## config.mk

```make
export PLATFORM = sky130hd
export DESIGN_NAME = uefr_regs
export DESIGN_NICKNAME = d
export VERILOG_FILES = /design/src/hw/uefr_pkg.sv /design/src/hw/uefr_regs.sv
export VERILOG_INCLUDE_DIRS = /design/src /design/src/hw
export SDC_FILE = /design/constraint.sdc
export NUM_CORES = 1
export LEC_CHECK = 0
export BUFFER_PORTS_ARGS = -buffer_cell sky130_fd_sc_hd__buf_2
export CORE_MARGIN = 5
export CORE_UTILIZATION = 48
export CTS_CLUSTER_SIZE = 8
export DETAILED_ROUTE_END_ITERATION = 6
export GPL_TIMING_DRIVEN = 0
export PLACE_DENSITY = 0.81
export SETUP_SLACK_MARGIN = 0.1
export SYNTH_ARGS = -nofsm -noshare
export SYNTH_HDL_FRONTEND = slang
export SYNTH_SLANG_ARGS = --single-unit
```

## constraint.sdc

```tcl
create_clock -name clk_sys -period 2.03 [get_ports clk_sys]
set_input_delay 0.609 -clock clk_sys [delete_from_list [all_inputs] [get_ports clk_sys]]
set_output_delay 0.609 -clock clk_sys [all_outputs]
set_load 0.01 [all_outputs]
```

## src/hw/uefr_params.svh

```systemverilog
`ifndef UEFR_PARAMS_SVH
`define UEFR_PARAMS_SVH
// Register byte offsets on the APB window
`define UEFR_OFS_MODEM_STATUS   12'h000
`define UEFR_OFS_MODEM_CONTROL  12'h004
`define UEFR_OFS_SCRATCH        12'h008
`define UEFR_OFS_DIV_LOW        12'h00C
`define UEFR_OFS_DIV_HIGH       12'h010
`define UEFR_OFS_DIV_FRACTION   12'h014
`define UEFR_OFS_PART_ID        12'h018
`define UEFR_OFS_PART_REV       12'h01C
`define UEFR_OFS_TRIGGER        12'h020
`define UEFR_OFS_FIFO_COUNT     12'h024
`define UEFR_OFS_FEATURE_CTRL   12'h028
`define UEFR_OFS_LINE_FORMAT    12'h02C
`define UEFR_OFS_EXT_FEATURE    12'h030
`define UEFR_OFS_IRQ_ENABLE     12'h034
`define UEFR_OFS_STATUS         12'h038
// Reset values
`define UEFR_RST_SCRATCH        8'hFF
`define UEFR_RST_ENH_MODE       8'h80
`define UEFR_RST_DIV_LOW        8'h01
`define UEFR_RST_ZERO           8'h00
// Identity codes, arbitrary values
`define UEFR_PART_ID_VAL        8'h5C
`define UEFR_PART_REV_VAL       8'h07
// Special line format value unlocking the extended count register
`define UEFR_LF_EXT_KEY         8'hBF
// Field positions
`define UEFR_FC_SWAP_BIT        6
`define UEFR_FC_TRGSEL_BIT      7
`define UEFR_FC_HDUPLEX_BIT     3
`define UEFR_EF_ENH_BIT         4
`define UEFR_MC_LOOP_BIT        4
`define UEFR_IE_MODEM_BIT       3
`define UEFR_EM_LSRIMM_BIT      6
`define UEFR_EM_SAMPLE_BIT      7
`endif

```

## src/hw/uefr_pkg.sv

```systemverilog
package uefr_pkg;
    // Level readback selection
    typedef enum logic [2:0] {
        UEFR_LVL_RX  = 3'b001,
        UEFR_LVL_TX  = 3'b010,
        UEFR_LVL_ALT = 3'b100
    } uefr_lvl_mode_t;
    // Trigger table choice
    typedef enum logic [1:0] {
        UEFR_TBL_A = 2'b00,
        UEFR_TBL_B = 2'b01,
        UEFR_TBL_C = 2'b10,
        UEFR_TBL_D = 2'b11
    } uefr_table_t;
    // FIFO side status from the datapath
    typedef struct packed {
        logic [7:0] rx_count;
        logic [7:0] tx_count;
        logic       thr_empty;
        logic       tsr_empty;
        logic       err_in_fifo;
        logic       err_in_rhr;
    } uefr_fifo_stat_t;
    // Configuration handed to the datapath
    typedef struct packed {
        logic [15:0] div_int;
        logic [3:0]  div_frac;
        logic [5:0]  hysteresis;
        logic        sample_16x;
        logic        lsr_immediate;
        logic        half_duplex;
        uefr_table_t trig_table;
        logic [7:0]  rx_trigger;
        logic [7:0]  tx_trigger;
    } uefr_cfg_t;
endpackage : uefr_pkg

```

## src/hw/uefr_regs.sv

```systemverilog
`timescale 1ns/1ps
`include "uefr_params.svh"
// Function
// - Carrier-detect change sets delta, may interrupt
// - Loopback modem inputs mirror modem control bits
// - Scratch byte resets to all ones
// - Swap on: scratch writes hit mode register
// - Swap on: scratch reads return fill level
// - Mode bits select rx, tx or alternating count
// - Alternating mode starts rx, then toggles
// - Four-bit code selects flow hysteresis table
// - Line error interrupt delayed or immediate
// - Top mode bit selects 8x/16x, default 16x
// - Divisor is sixteen-bit integer plus fraction/16
// - Fraction register accessible only with enhanced bit
// - Fixed read-only part identifier
// - Fixed read-only revision code
// - Trigger write goes rx or tx by select
// - Extended count only under key; rx/tx select
// - Half-duplex bit steers direction and tx interrupt
// - Two bits choose trigger table
// - Enhanced bit gates changes; reset clears them
module uefr_regs (
    input  wire logic                   clk_sys,     // 40 MHz system clock
    input  wire logic                   arst_n,      // Async reset, active low
    input  wire logic                   psel,        // APB select
    input  wire logic                   penable,     // APB enable
    input  wire logic                   pwrite,      // APB direction
    input  wire logic [11:0]            paddr,       // APB byte address
    input  wire logic [31:0]            pwdata,      // APB write data
    output logic      [31:0]            prdata,      // APB read data
    output logic                        pready,      // APB ready
    output logic                        pslverr,     // APB error
    input  wire uefr_pkg::uefr_fifo_stat_t fifo_stat, // Datapath FIFO status
    input  wire logic                   rx_err_enq,  // Errored char enters FIFO
    input  wire logic                   rx_err_rhr,  // Errored char reaches RX_HOLDING_REG
    output uefr_pkg::uefr_cfg_t         cfg,         // Datapath configuration
    output logic                        modem_irq,   // Modem status interrupt
    output logic                        line_irq,    // Line error interrupt
    output logic                        tx_irq,      // Transmit interrupt
    output logic                        dir_tx_en,   // Transceiver drive direction
    output logic                        loopback     // Internal loopback active
);
    // Register storage
    logic [7:0] modem_control_reg;                  // Modem control
    logic [7:0] user_scratch_byte;                  // Scratch byte
    logic [7:0] enhanced_mode_write_reg;            // Enhanced mode
    logic [7:0] divisor_low_byte;                   // Divisor low
    logic [7:0] divisor_high_byte;                  // Divisor high
    logic [7:0] divisor_fraction;                   // Divisor fraction
    logic [7:0] feature_control;                    // Feature control
    logic [7:0] line_format_reg;                    // Line format
    logic [7:0] extended_feature_reg;               // Extended feature
    logic [7:0] irq_enable_reg;                     // Interrupt enable
    logic [7:0] rx_trig_reg;                        // User rx trigger
    logic [7:0] tx_trig_reg;                        // User tx trigger
    logic [3:0] delta_reg;                          // Modem delta flags
    logic [3:0] loop_prev_reg;                      // Last seen loopback inputs
    logic       alt_tx_reg;                         // Alternating phase
    logic       line_irq_reg;                       // Line error pending
    logic [7:0] rdata_next;                         // Read mux result
    logic       addr_ok;                            // Address mapped
    logic [3:0] loop_in;                            // Loopback modem inputs
    uefr_pkg::uefr_lvl_mode_t lvl_mode;             // Level readback mode

    // Access strobes
    wire wr_acc = psel && penable && pwrite;
    wire rd_acc = psel && penable && !pwrite;
    wire swap   = feature_control[`UEFR_FC_SWAP_BIT];
    wire enh    = extended_feature_reg[`UEFR_EF_ENH_BIT];
    wire key_on = line_format_reg == `UEFR_LF_EXT_KEY;
    wire [7:0] wbyte = pwdata[7:0];

    // Offset match helper
    function automatic logic hit(input logic [11:0] a, input logic [11:0] o);
        hit = (a == o);
    endfunction : hit

    assign pready  = 1'b1;
    assign pslverr = psel && penable && !addr_ok;
    assign loopback = modem_control_reg[`UEFR_MC_LOOP_BIT];

    // Loopback inputs: cts, dsr, ri, cd from control bits
    assign loop_in = {modem_control_reg[3], modem_control_reg[2],
                      modem_control_reg[0], modem_control_reg[1]};

    // Level mode decode
    always_comb begin
        if (!enhanced_mode_write_reg[0]) begin
            lvl_mode = uefr_pkg::UEFR_LVL_RX;
        end else if (!enhanced_mode_write_reg[1]) begin
            lvl_mode = uefr_pkg::UEFR_LVL_TX;
        end else begin
            lvl_mode = uefr_pkg::UEFR_LVL_ALT;
        end
    end

    // Plain registers written by software
    always_ff @(posedge clk_sys or negedge arst_n) begin
        if (!arst_n) begin
            modem_control_reg    <= `UEFR_RST_ZERO;
            feature_control      <= `UEFR_RST_ZERO;
            line_format_reg      <= `UEFR_RST_ZERO;
            extended_feature_reg <= `UEFR_RST_ZERO;
            irq_enable_reg       <= `UEFR_RST_ZERO;
            divisor_low_byte     <= `UEFR_RST_DIV_LOW;
            divisor_high_byte    <= `UEFR_RST_ZERO;
        end else if (wr_acc) begin
            if (hit(paddr, `UEFR_OFS_MODEM_CONTROL)) begin
                // Upper control bits are enhanced and locked when disabled
                modem_control_reg <= enh ? wbyte
                                   : {modem_control_reg[7:5], wbyte[4:0]};
            end
            if (hit(paddr, `UEFR_OFS_FEATURE_CTRL)) begin
                feature_control <= wbyte;
            end
            if (hit(paddr, `UEFR_OFS_LINE_FORMAT)) begin
                line_format_reg <= wbyte;
            end
            if (hit(paddr, `UEFR_OFS_EXT_FEATURE)) begin
                extended_feature_reg <= wbyte;
            end
            if (hit(paddr, `UEFR_OFS_IRQ_ENABLE)) begin
                irq_enable_reg <= enh ? wbyte
                                : {irq_enable_reg[7:4], wbyte[3:0]};
            end
            if (hit(paddr, `UEFR_OFS_DIV_LOW)) begin
                divisor_low_byte <= wbyte;
            end
            if (hit(paddr, `UEFR_OFS_DIV_HIGH)) begin
                divisor_high_byte <= wbyte;
            end
        end
    end

    // Fraction, only writable while enhanced enabled
    always_ff @(posedge clk_sys or negedge arst_n) begin
        if (!arst_n) begin
            divisor_fraction <= `UEFR_RST_ZERO;
        end else if (wr_acc && enh && hit(paddr, `UEFR_OFS_DIV_FRACTION)) begin
            divisor_fraction <= wbyte;
        end
    end

    // Scratch location: byte or enhanced mode by swap bit
    always_ff @(posedge clk_sys or negedge arst_n) begin
        if (!arst_n) begin
            user_scratch_byte       <= `UEFR_RST_SCRATCH;
            enhanced_mode_write_reg <= `UEFR_RST_ENH_MODE;
        end else if (wr_acc && hit(paddr, `UEFR_OFS_SCRATCH)) begin
            if (swap) begin
                enhanced_mode_write_reg <= wbyte;
            end else begin
                user_scratch_byte <= wbyte;
            end
        end
    end

    // Alternating count phase
    always_ff @(posedge clk_sys or negedge arst_n) begin
        if (!arst_n) begin
            alt_tx_reg <= 1'b0;
        end else if (wr_acc && swap && hit(paddr, `UEFR_OFS_SCRATCH)) begin
            alt_tx_reg <= 1'b0;
        end else if (rd_acc && swap && hit(paddr, `UEFR_OFS_SCRATCH)
                     && lvl_mode == uefr_pkg::UEFR_LVL_ALT) begin
            alt_tx_reg <= !alt_tx_reg;
        end
    end

    // User trigger levels
    always_ff @(posedge clk_sys or negedge arst_n) begin
        if (!arst_n) begin
            rx_trig_reg <= `UEFR_RST_ZERO;
            tx_trig_reg <= `UEFR_RST_ZERO;
        end else if (wr_acc && hit(paddr, `UEFR_OFS_TRIGGER)) begin
            if (feature_control[`UEFR_FC_TRGSEL_BIT]) begin
                tx_trig_reg <= wbyte;
            end else begin
                rx_trig_reg <= wbyte;
            end
        end
    end

    // Modem delta flags; a change wins over the read clear
    always_ff @(posedge clk_sys or negedge arst_n) begin
        if (!arst_n) begin
            delta_reg     <= 4'h0;
            loop_prev_reg <= 4'h0;
        end else begin
            loop_prev_reg <= loop_in;
            if (rd_acc && hit(paddr, `UEFR_OFS_MODEM_STATUS)) begin
                // Keep flags set after the setup capture, so none is lost
                delta_reg <= (delta_reg & ~prdata[3:0])
                           | (loop_in ^ loop_prev_reg);
            end else begin
                delta_reg <= delta_reg | (loop_in ^ loop_prev_reg);
            end
        end
    end

    // Line error interrupt, delayed or immediate
    always_ff @(posedge clk_sys or negedge arst_n) begin
        if (!arst_n) begin
            line_irq_reg <= 1'b0;
        end else begin
            line_irq_reg <= enhanced_mode_write_reg[`UEFR_EM_LSRIMM_BIT]
                          ? fifo_stat.err_in_fifo || rx_err_enq
                          : fifo_stat.err_in_rhr || rx_err_rhr;
        end
    end

    // Interrupt and direction outputs
    assign modem_irq = irq_enable_reg[`UEFR_IE_MODEM_BIT] && |delta_reg;
    assign line_irq  = line_irq_reg;
    assign tx_irq    = feature_control[`UEFR_FC_HDUPLEX_BIT]
                     ? fifo_stat.thr_empty && fifo_stat.tsr_empty
                     : fifo_stat.thr_empty;
    assign dir_tx_en = feature_control[`UEFR_FC_HDUPLEX_BIT]
                     ? modem_control_reg[1] : 1'b1;

    // Configuration to datapath
    always_comb begin
        cfg.div_int       = {divisor_high_byte, divisor_low_byte};
        cfg.div_frac      = divisor_fraction[3:0];
        cfg.hysteresis    = {enhanced_mode_write_reg[5:4], feature_control[1:0]} == 4'h0
                          ? 6'd0 : hyst_lut({enhanced_mode_write_reg[5:4],
                                             feature_control[1:0]});
        cfg.sample_16x    = enhanced_mode_write_reg[`UEFR_EM_SAMPLE_BIT];
        cfg.lsr_immediate = enhanced_mode_write_reg[`UEFR_EM_LSRIMM_BIT];
        cfg.half_duplex   = feature_control[`UEFR_FC_HDUPLEX_BIT];
        cfg.trig_table    = uefr_pkg::uefr_table_t'(feature_control[5:4]);
        cfg.rx_trigger    = rx_trig_reg;
        cfg.tx_trigger    = tx_trig_reg;
    end

    // Hysteresis table in characters
    function automatic logic [5:0] hyst_lut(input logic [3:0] code);
        unique case (code)
            4'h0: hyst_lut = 6'd0;
            4'h1: hyst_lut = 6'd4;
            4'h2: hyst_lut = 6'd6;
            4'h3: hyst_lut = 6'd8;
            4'h4: hyst_lut = 6'd8;
            4'h5: hyst_lut = 6'd16;
            4'h6: hyst_lut = 6'd24;
            4'h7: hyst_lut = 6'd32;
            4'h8: hyst_lut = 6'd40;
            4'h9: hyst_lut = 6'd44;
            4'hA: hyst_lut = 6'd48;
            4'hB: hyst_lut = 6'd52;
            4'hC: hyst_lut = 6'd12;
            4'hD: hyst_lut = 6'd20;
            4'hE: hyst_lut = 6'd28;
            4'hF: hyst_lut = 6'd36;
        endcase
    endfunction : hyst_lut

    // Read mux
    always_comb begin
        rdata_next = 8'h00;
        addr_ok    = 1'b1;
        unique case (paddr)
            `UEFR_OFS_MODEM_STATUS:  rdata_next = {loop_in, delta_reg};
            `UEFR_OFS_MODEM_CONTROL: rdata_next = modem_control_reg;
            `UEFR_OFS_SCRATCH: begin
                if (!swap) begin
                    rdata_next = user_scratch_byte;
                end else if (lvl_mode == uefr_pkg::UEFR_LVL_TX
                          || (lvl_mode == uefr_pkg::UEFR_LVL_ALT && alt_tx_reg)) begin
                    rdata_next = fifo_stat.tx_count;
                end else begin
                    rdata_next = fifo_stat.rx_count;
                end
            end
            `UEFR_OFS_DIV_LOW:       rdata_next = divisor_low_byte;
            `UEFR_OFS_DIV_HIGH:      rdata_next = divisor_high_byte;
            `UEFR_OFS_DIV_FRACTION:  rdata_next = enh ? divisor_fraction : 8'h00;
            `UEFR_OFS_PART_ID:       rdata_next = `UEFR_PART_ID_VAL;
            `UEFR_OFS_PART_REV:      rdata_next = `UEFR_PART_REV_VAL;
            `UEFR_OFS_TRIGGER:       rdata_next = 8'h00;
            `UEFR_OFS_FIFO_COUNT: begin
                if (key_on) begin
                    rdata_next = feature_control[`UEFR_FC_TRGSEL_BIT]
                               ? fifo_stat.tx_count : fifo_stat.rx_count;
                end
            end
            `UEFR_OFS_FEATURE_CTRL:  rdata_next = feature_control;
            `UEFR_OFS_LINE_FORMAT:   rdata_next = line_format_reg;
            `UEFR_OFS_EXT_FEATURE:   rdata_next = extended_feature_reg;
            `UEFR_OFS_IRQ_ENABLE:    rdata_next = irq_enable_reg;
            `UEFR_OFS_STATUS:        rdata_next = {5'h00, line_irq_reg, modem_irq, tx_irq};
            default:                 addr_ok = 1'b0;
        endcase
    end

    // Read data register, updated in setup phase
    always_ff @(posedge clk_sys or negedge arst_n) begin
        if (!arst_n) begin
            prdata <= 32'h0000_0000;
        end else if (psel && !penable) begin
            prdata <= {24'h00_0000, rdata_next};
        end
    end
endmodule : uefr_regs

```

==> results.tsv <==
stage	metric	value	unit
clocking	cts_root_buf	clkbuf_16	
yosys	synth-seq-cells	112	
clocking	h-tree-depth	3	
placed_design	hpwl	14.58	mm
run	maxCapViolations	0	
min_path	min_path_type	primary input to asynchronous set/reset pin	
layout	final_util	66.12	%
placed_design	place.port_buffers	103	
worst_setup_path	rr_worst_depth	5	
layout	fillCellCount	980	
yosys	synth_compound_area_share	10.97	%
timing	setup_slack	-0.1328	ns
layout	drive_gt1_share	49.80	%
yosys	synthCells	566	
route	wl_per_cell	22.98	um
route	first_pass_iters	7	
timing	post-route-period-util	106.5	%
global_routing	antenna_found_initial	0	
timing	worst_pin_slew	0.8017	ns
clocking	insertion_delay	0.37	ns
timing	skew	0.01212	ns
floorplan	num_io_pins	157	
worst_setup_path	cp.required	1.42	ns
layout	fin_cells	921	
yosys	synth_edf_count	0	
floorplan	die_width	122.9	um
worst_setup_path	cp_max_fo	10	
yosys	ys.flop_type	dfrtp_1	
global_routing	met3_usage	5.300	%
timing	timing.fmax	0.4624	GHz
floorplan	fp.dieH	122.9	um
timing	hold_violations	0	
yosys	ys_seq_area_share	46.04	%
route	ant_nets	0	
global_routing	grt_util_met2	43.01	%
yosys	synth_warnings	0	
yosys	synthMuxAreaShare	19.71	%
worst_setup_path	critPathKind	primary input to output port	
timing	final_max_slew_viol_count	0	
global_routing	grt_pass1_vias	5453	
layout	area_growth	35.91	%
global_routing	grt_start_max_net_pins	64	
global_routing	grt_first_pass_wirelength	30.82	mm
yosys	synth_adder_area_share	0.6139	%
global_routing	grt_usage	27.77	%
worst_setup_path	r2r-start	extended_feature_reg[4]$_DFFE_PN0P_	
power_and_ir_drop	power_density	534.8	mW/mm2
yosys	synth-simple-area-share	14.24	%
power_and_ir_drop	max-vdd-ir-drop	0.5329	mV
route	drc	0	
power_and_ir_drop	leakage	0.004146	uW
route	drt_iter0_markers	576	
route	vias	5495	
yosys	synth-async-reset-ratio	100.0	%
run_status	status	finished, violations left	
timing	rsz0062_at_grt	true	
placed_design	gp_congestion	0.9933	
global_routing	busiest_layer	met2	
timing	final-setup-viol-count	26	
route	wl	21.16	mm
run_status	violations	setup timing	
yosys	synth-xor-area-share	0.7162	%
global_routing	use_met1	36.62	%
floorplan	die_area	0.01510	mm2
layout	seqCellArea	0.002818	mm2
worst_setup_path	cp.arrival	1.55	ns
layout	n_antenna_cell	0	
clocking	clk_pin_slew	0.08	ns
layout	nets	818	
placed_design	dp.cells	866	
clocking	clkSinkCount	112	
timing	period_needed	2.163	ns
yosys	syn_avg_cell_area	10.80	um2
worst_setup_path	critPathLaunchType	primary input	
timing	holdWs	0.2668	ns
worst_setup_path	endpoint_kind	output port	
floorplan	rows	41	
worst_setup_path	rrSetupSlack	0.10	ns
timing	slew_headroom	46.55	%
floorplan	coreArea	0.01257	mm2
global_routing	overflow	0	
yosys	synthesis.area	0.006115	mm2
clocking	cts_buffer_depth	2	
layout	multi_input_area	0.003456	mm2
clocking	cts_tree	done	
clocking	cts_made_buffers	9	
worst_setup_path	r2r-end	divisor_fraction[5]$_DFFE_PN0P_	
route	vias_per_cell	5.966	
yosys	synth_top_family_by_area	multiplexers	
floorplan	start_util	48.65	%
yosys	synth_cell_type_count	67	
==> where the power goes <==
group	leakage [uW]	internal, uW	switching, uW	total, uW
combinational	0.00252	170	282	452
clock	0.000137	879	866	1750
sequential	0.00149	2240	9.28	2250
==> per-layer routing <==
layer / up-vias / wire length (um)
met1: 2724 / 8337
li1: 2377 / -
met2: 333 / 9921
met5: - / 0
met3: 61 / 2076
met4: 0 / 827
==> cell usage after synthesis (all sizes together) (4+ instances only) <==
cell / count / area share [%]
nand3: 22 / 1.9
nor3: 13 / 1.3
a32oi: 4 / 0.57
a221oi: 6 / 0.86
mux2i: 18 / 2.9
nor4: 6 / 0.96
nor2: 11 / 0.80
nand2: 52 / 3.2
dfstp: 10 / 4.3
a31oi: 9 / 0.92
nand2b: 5 / 0.51
nor3b: 6 / 0.74
nand4: 14 / 1.4
a21oi: 9 / 0.74
inv: 12 / 0.74
o21ai: 25 / 2.0
xor2: 4 / 0.57
clkbuf: 22 / 1.4
o2111ai: 5 / 0.72
a21o: 5 / 0.61
dfrtp: 102 / 42
buf: 50 / 5.5
a211oi: 6 / 0.74
and3: 7 / 0.72
mux2: 91 / 17
nor4b: 4 / 0.82
==> through the flow <==
step	total power, uW	area, um2	setup TNS [ns]	setup WS [ns]
after global placement	2658	7089	-145.98	-0.8542
after global routing	4566	8310	-2.733	-0.1645
final	4445	8310	-1.356	-0.1328
after floorplan	2487	6359	-8.010	-0.2408
after detailed placement	2671	7119	-57.91	-0.8301
after CTS	4419	7965	-0.4840	-0.1278
==> critical path, stage by stage <==
cell       delay, ns
buf_2           0.13
clkbuf_16       0.18
nor4_4          0.37
a31oi_4         0.13
buf_6           0.13
==> layout make-up <==
type	instances	share of cell area (%)
inverter	12	0.5420
clock inverter	5	0.4667
multi-input combinational	394	41.58
tap	172	2.590
sequential	112	33.91
buffer	71	6.670
timing repair buffer	144	11.32
clock buffer	11	2.921
==> worst max path at each step <==
stage                                   start                              to  slack [ns]  depth (start not counted)
2_1_floorplan                        paddr[9]      rx_trig_reg[0]$_DFFE_PN0P_       -0.24                          6
3_3_place_gp                           arst_n      rx_trig_reg[2]$_DFFE_PN0P_       -0.85                          1
3_5_place_dp                         paddr[9]  line_format_reg[5]$_DFFE_PN0P_       -0.83                          5
4_1_cts                             paddr[10]                         pslverr       -0.13                          6
5_1_grt        feature_control[1]$_DFFE_PN0P_                         cfg[24]       -0.16                          5
6_report                             paddr[1]                         pslverr       -0.13                          5
==> cells in the final DEF, fill, tap and decap left out, types with 12 or more instances in the layout <==
cell type  instances
buf_2             99
buf_4             69
buf_6             22
clkbuf_1          12
conb_1            26
dfrtp_1          100
mux2_2            49
mux2_4            42
mux2i_1           17
nand2_1           46
nand3_1           17
nand4_1           14
o21ai_0           19
==> what timing repair did <==
action                     CTS  global route
gates resized for setup     74            79
setup endpoints to repair  110            95
setup buffers               31             8
hold buffers                 0             0
cloned                       1             0
pin swaps                   18            10
==> cell families after synthesis <==
logic type	after synthesis
fa+ha+maj	3
compound gates	96
other cells	2
buf+inv	84
flops	112
mux	109
simple gates	155
xor+xnor	5
(Power assumes the default switching activity.)
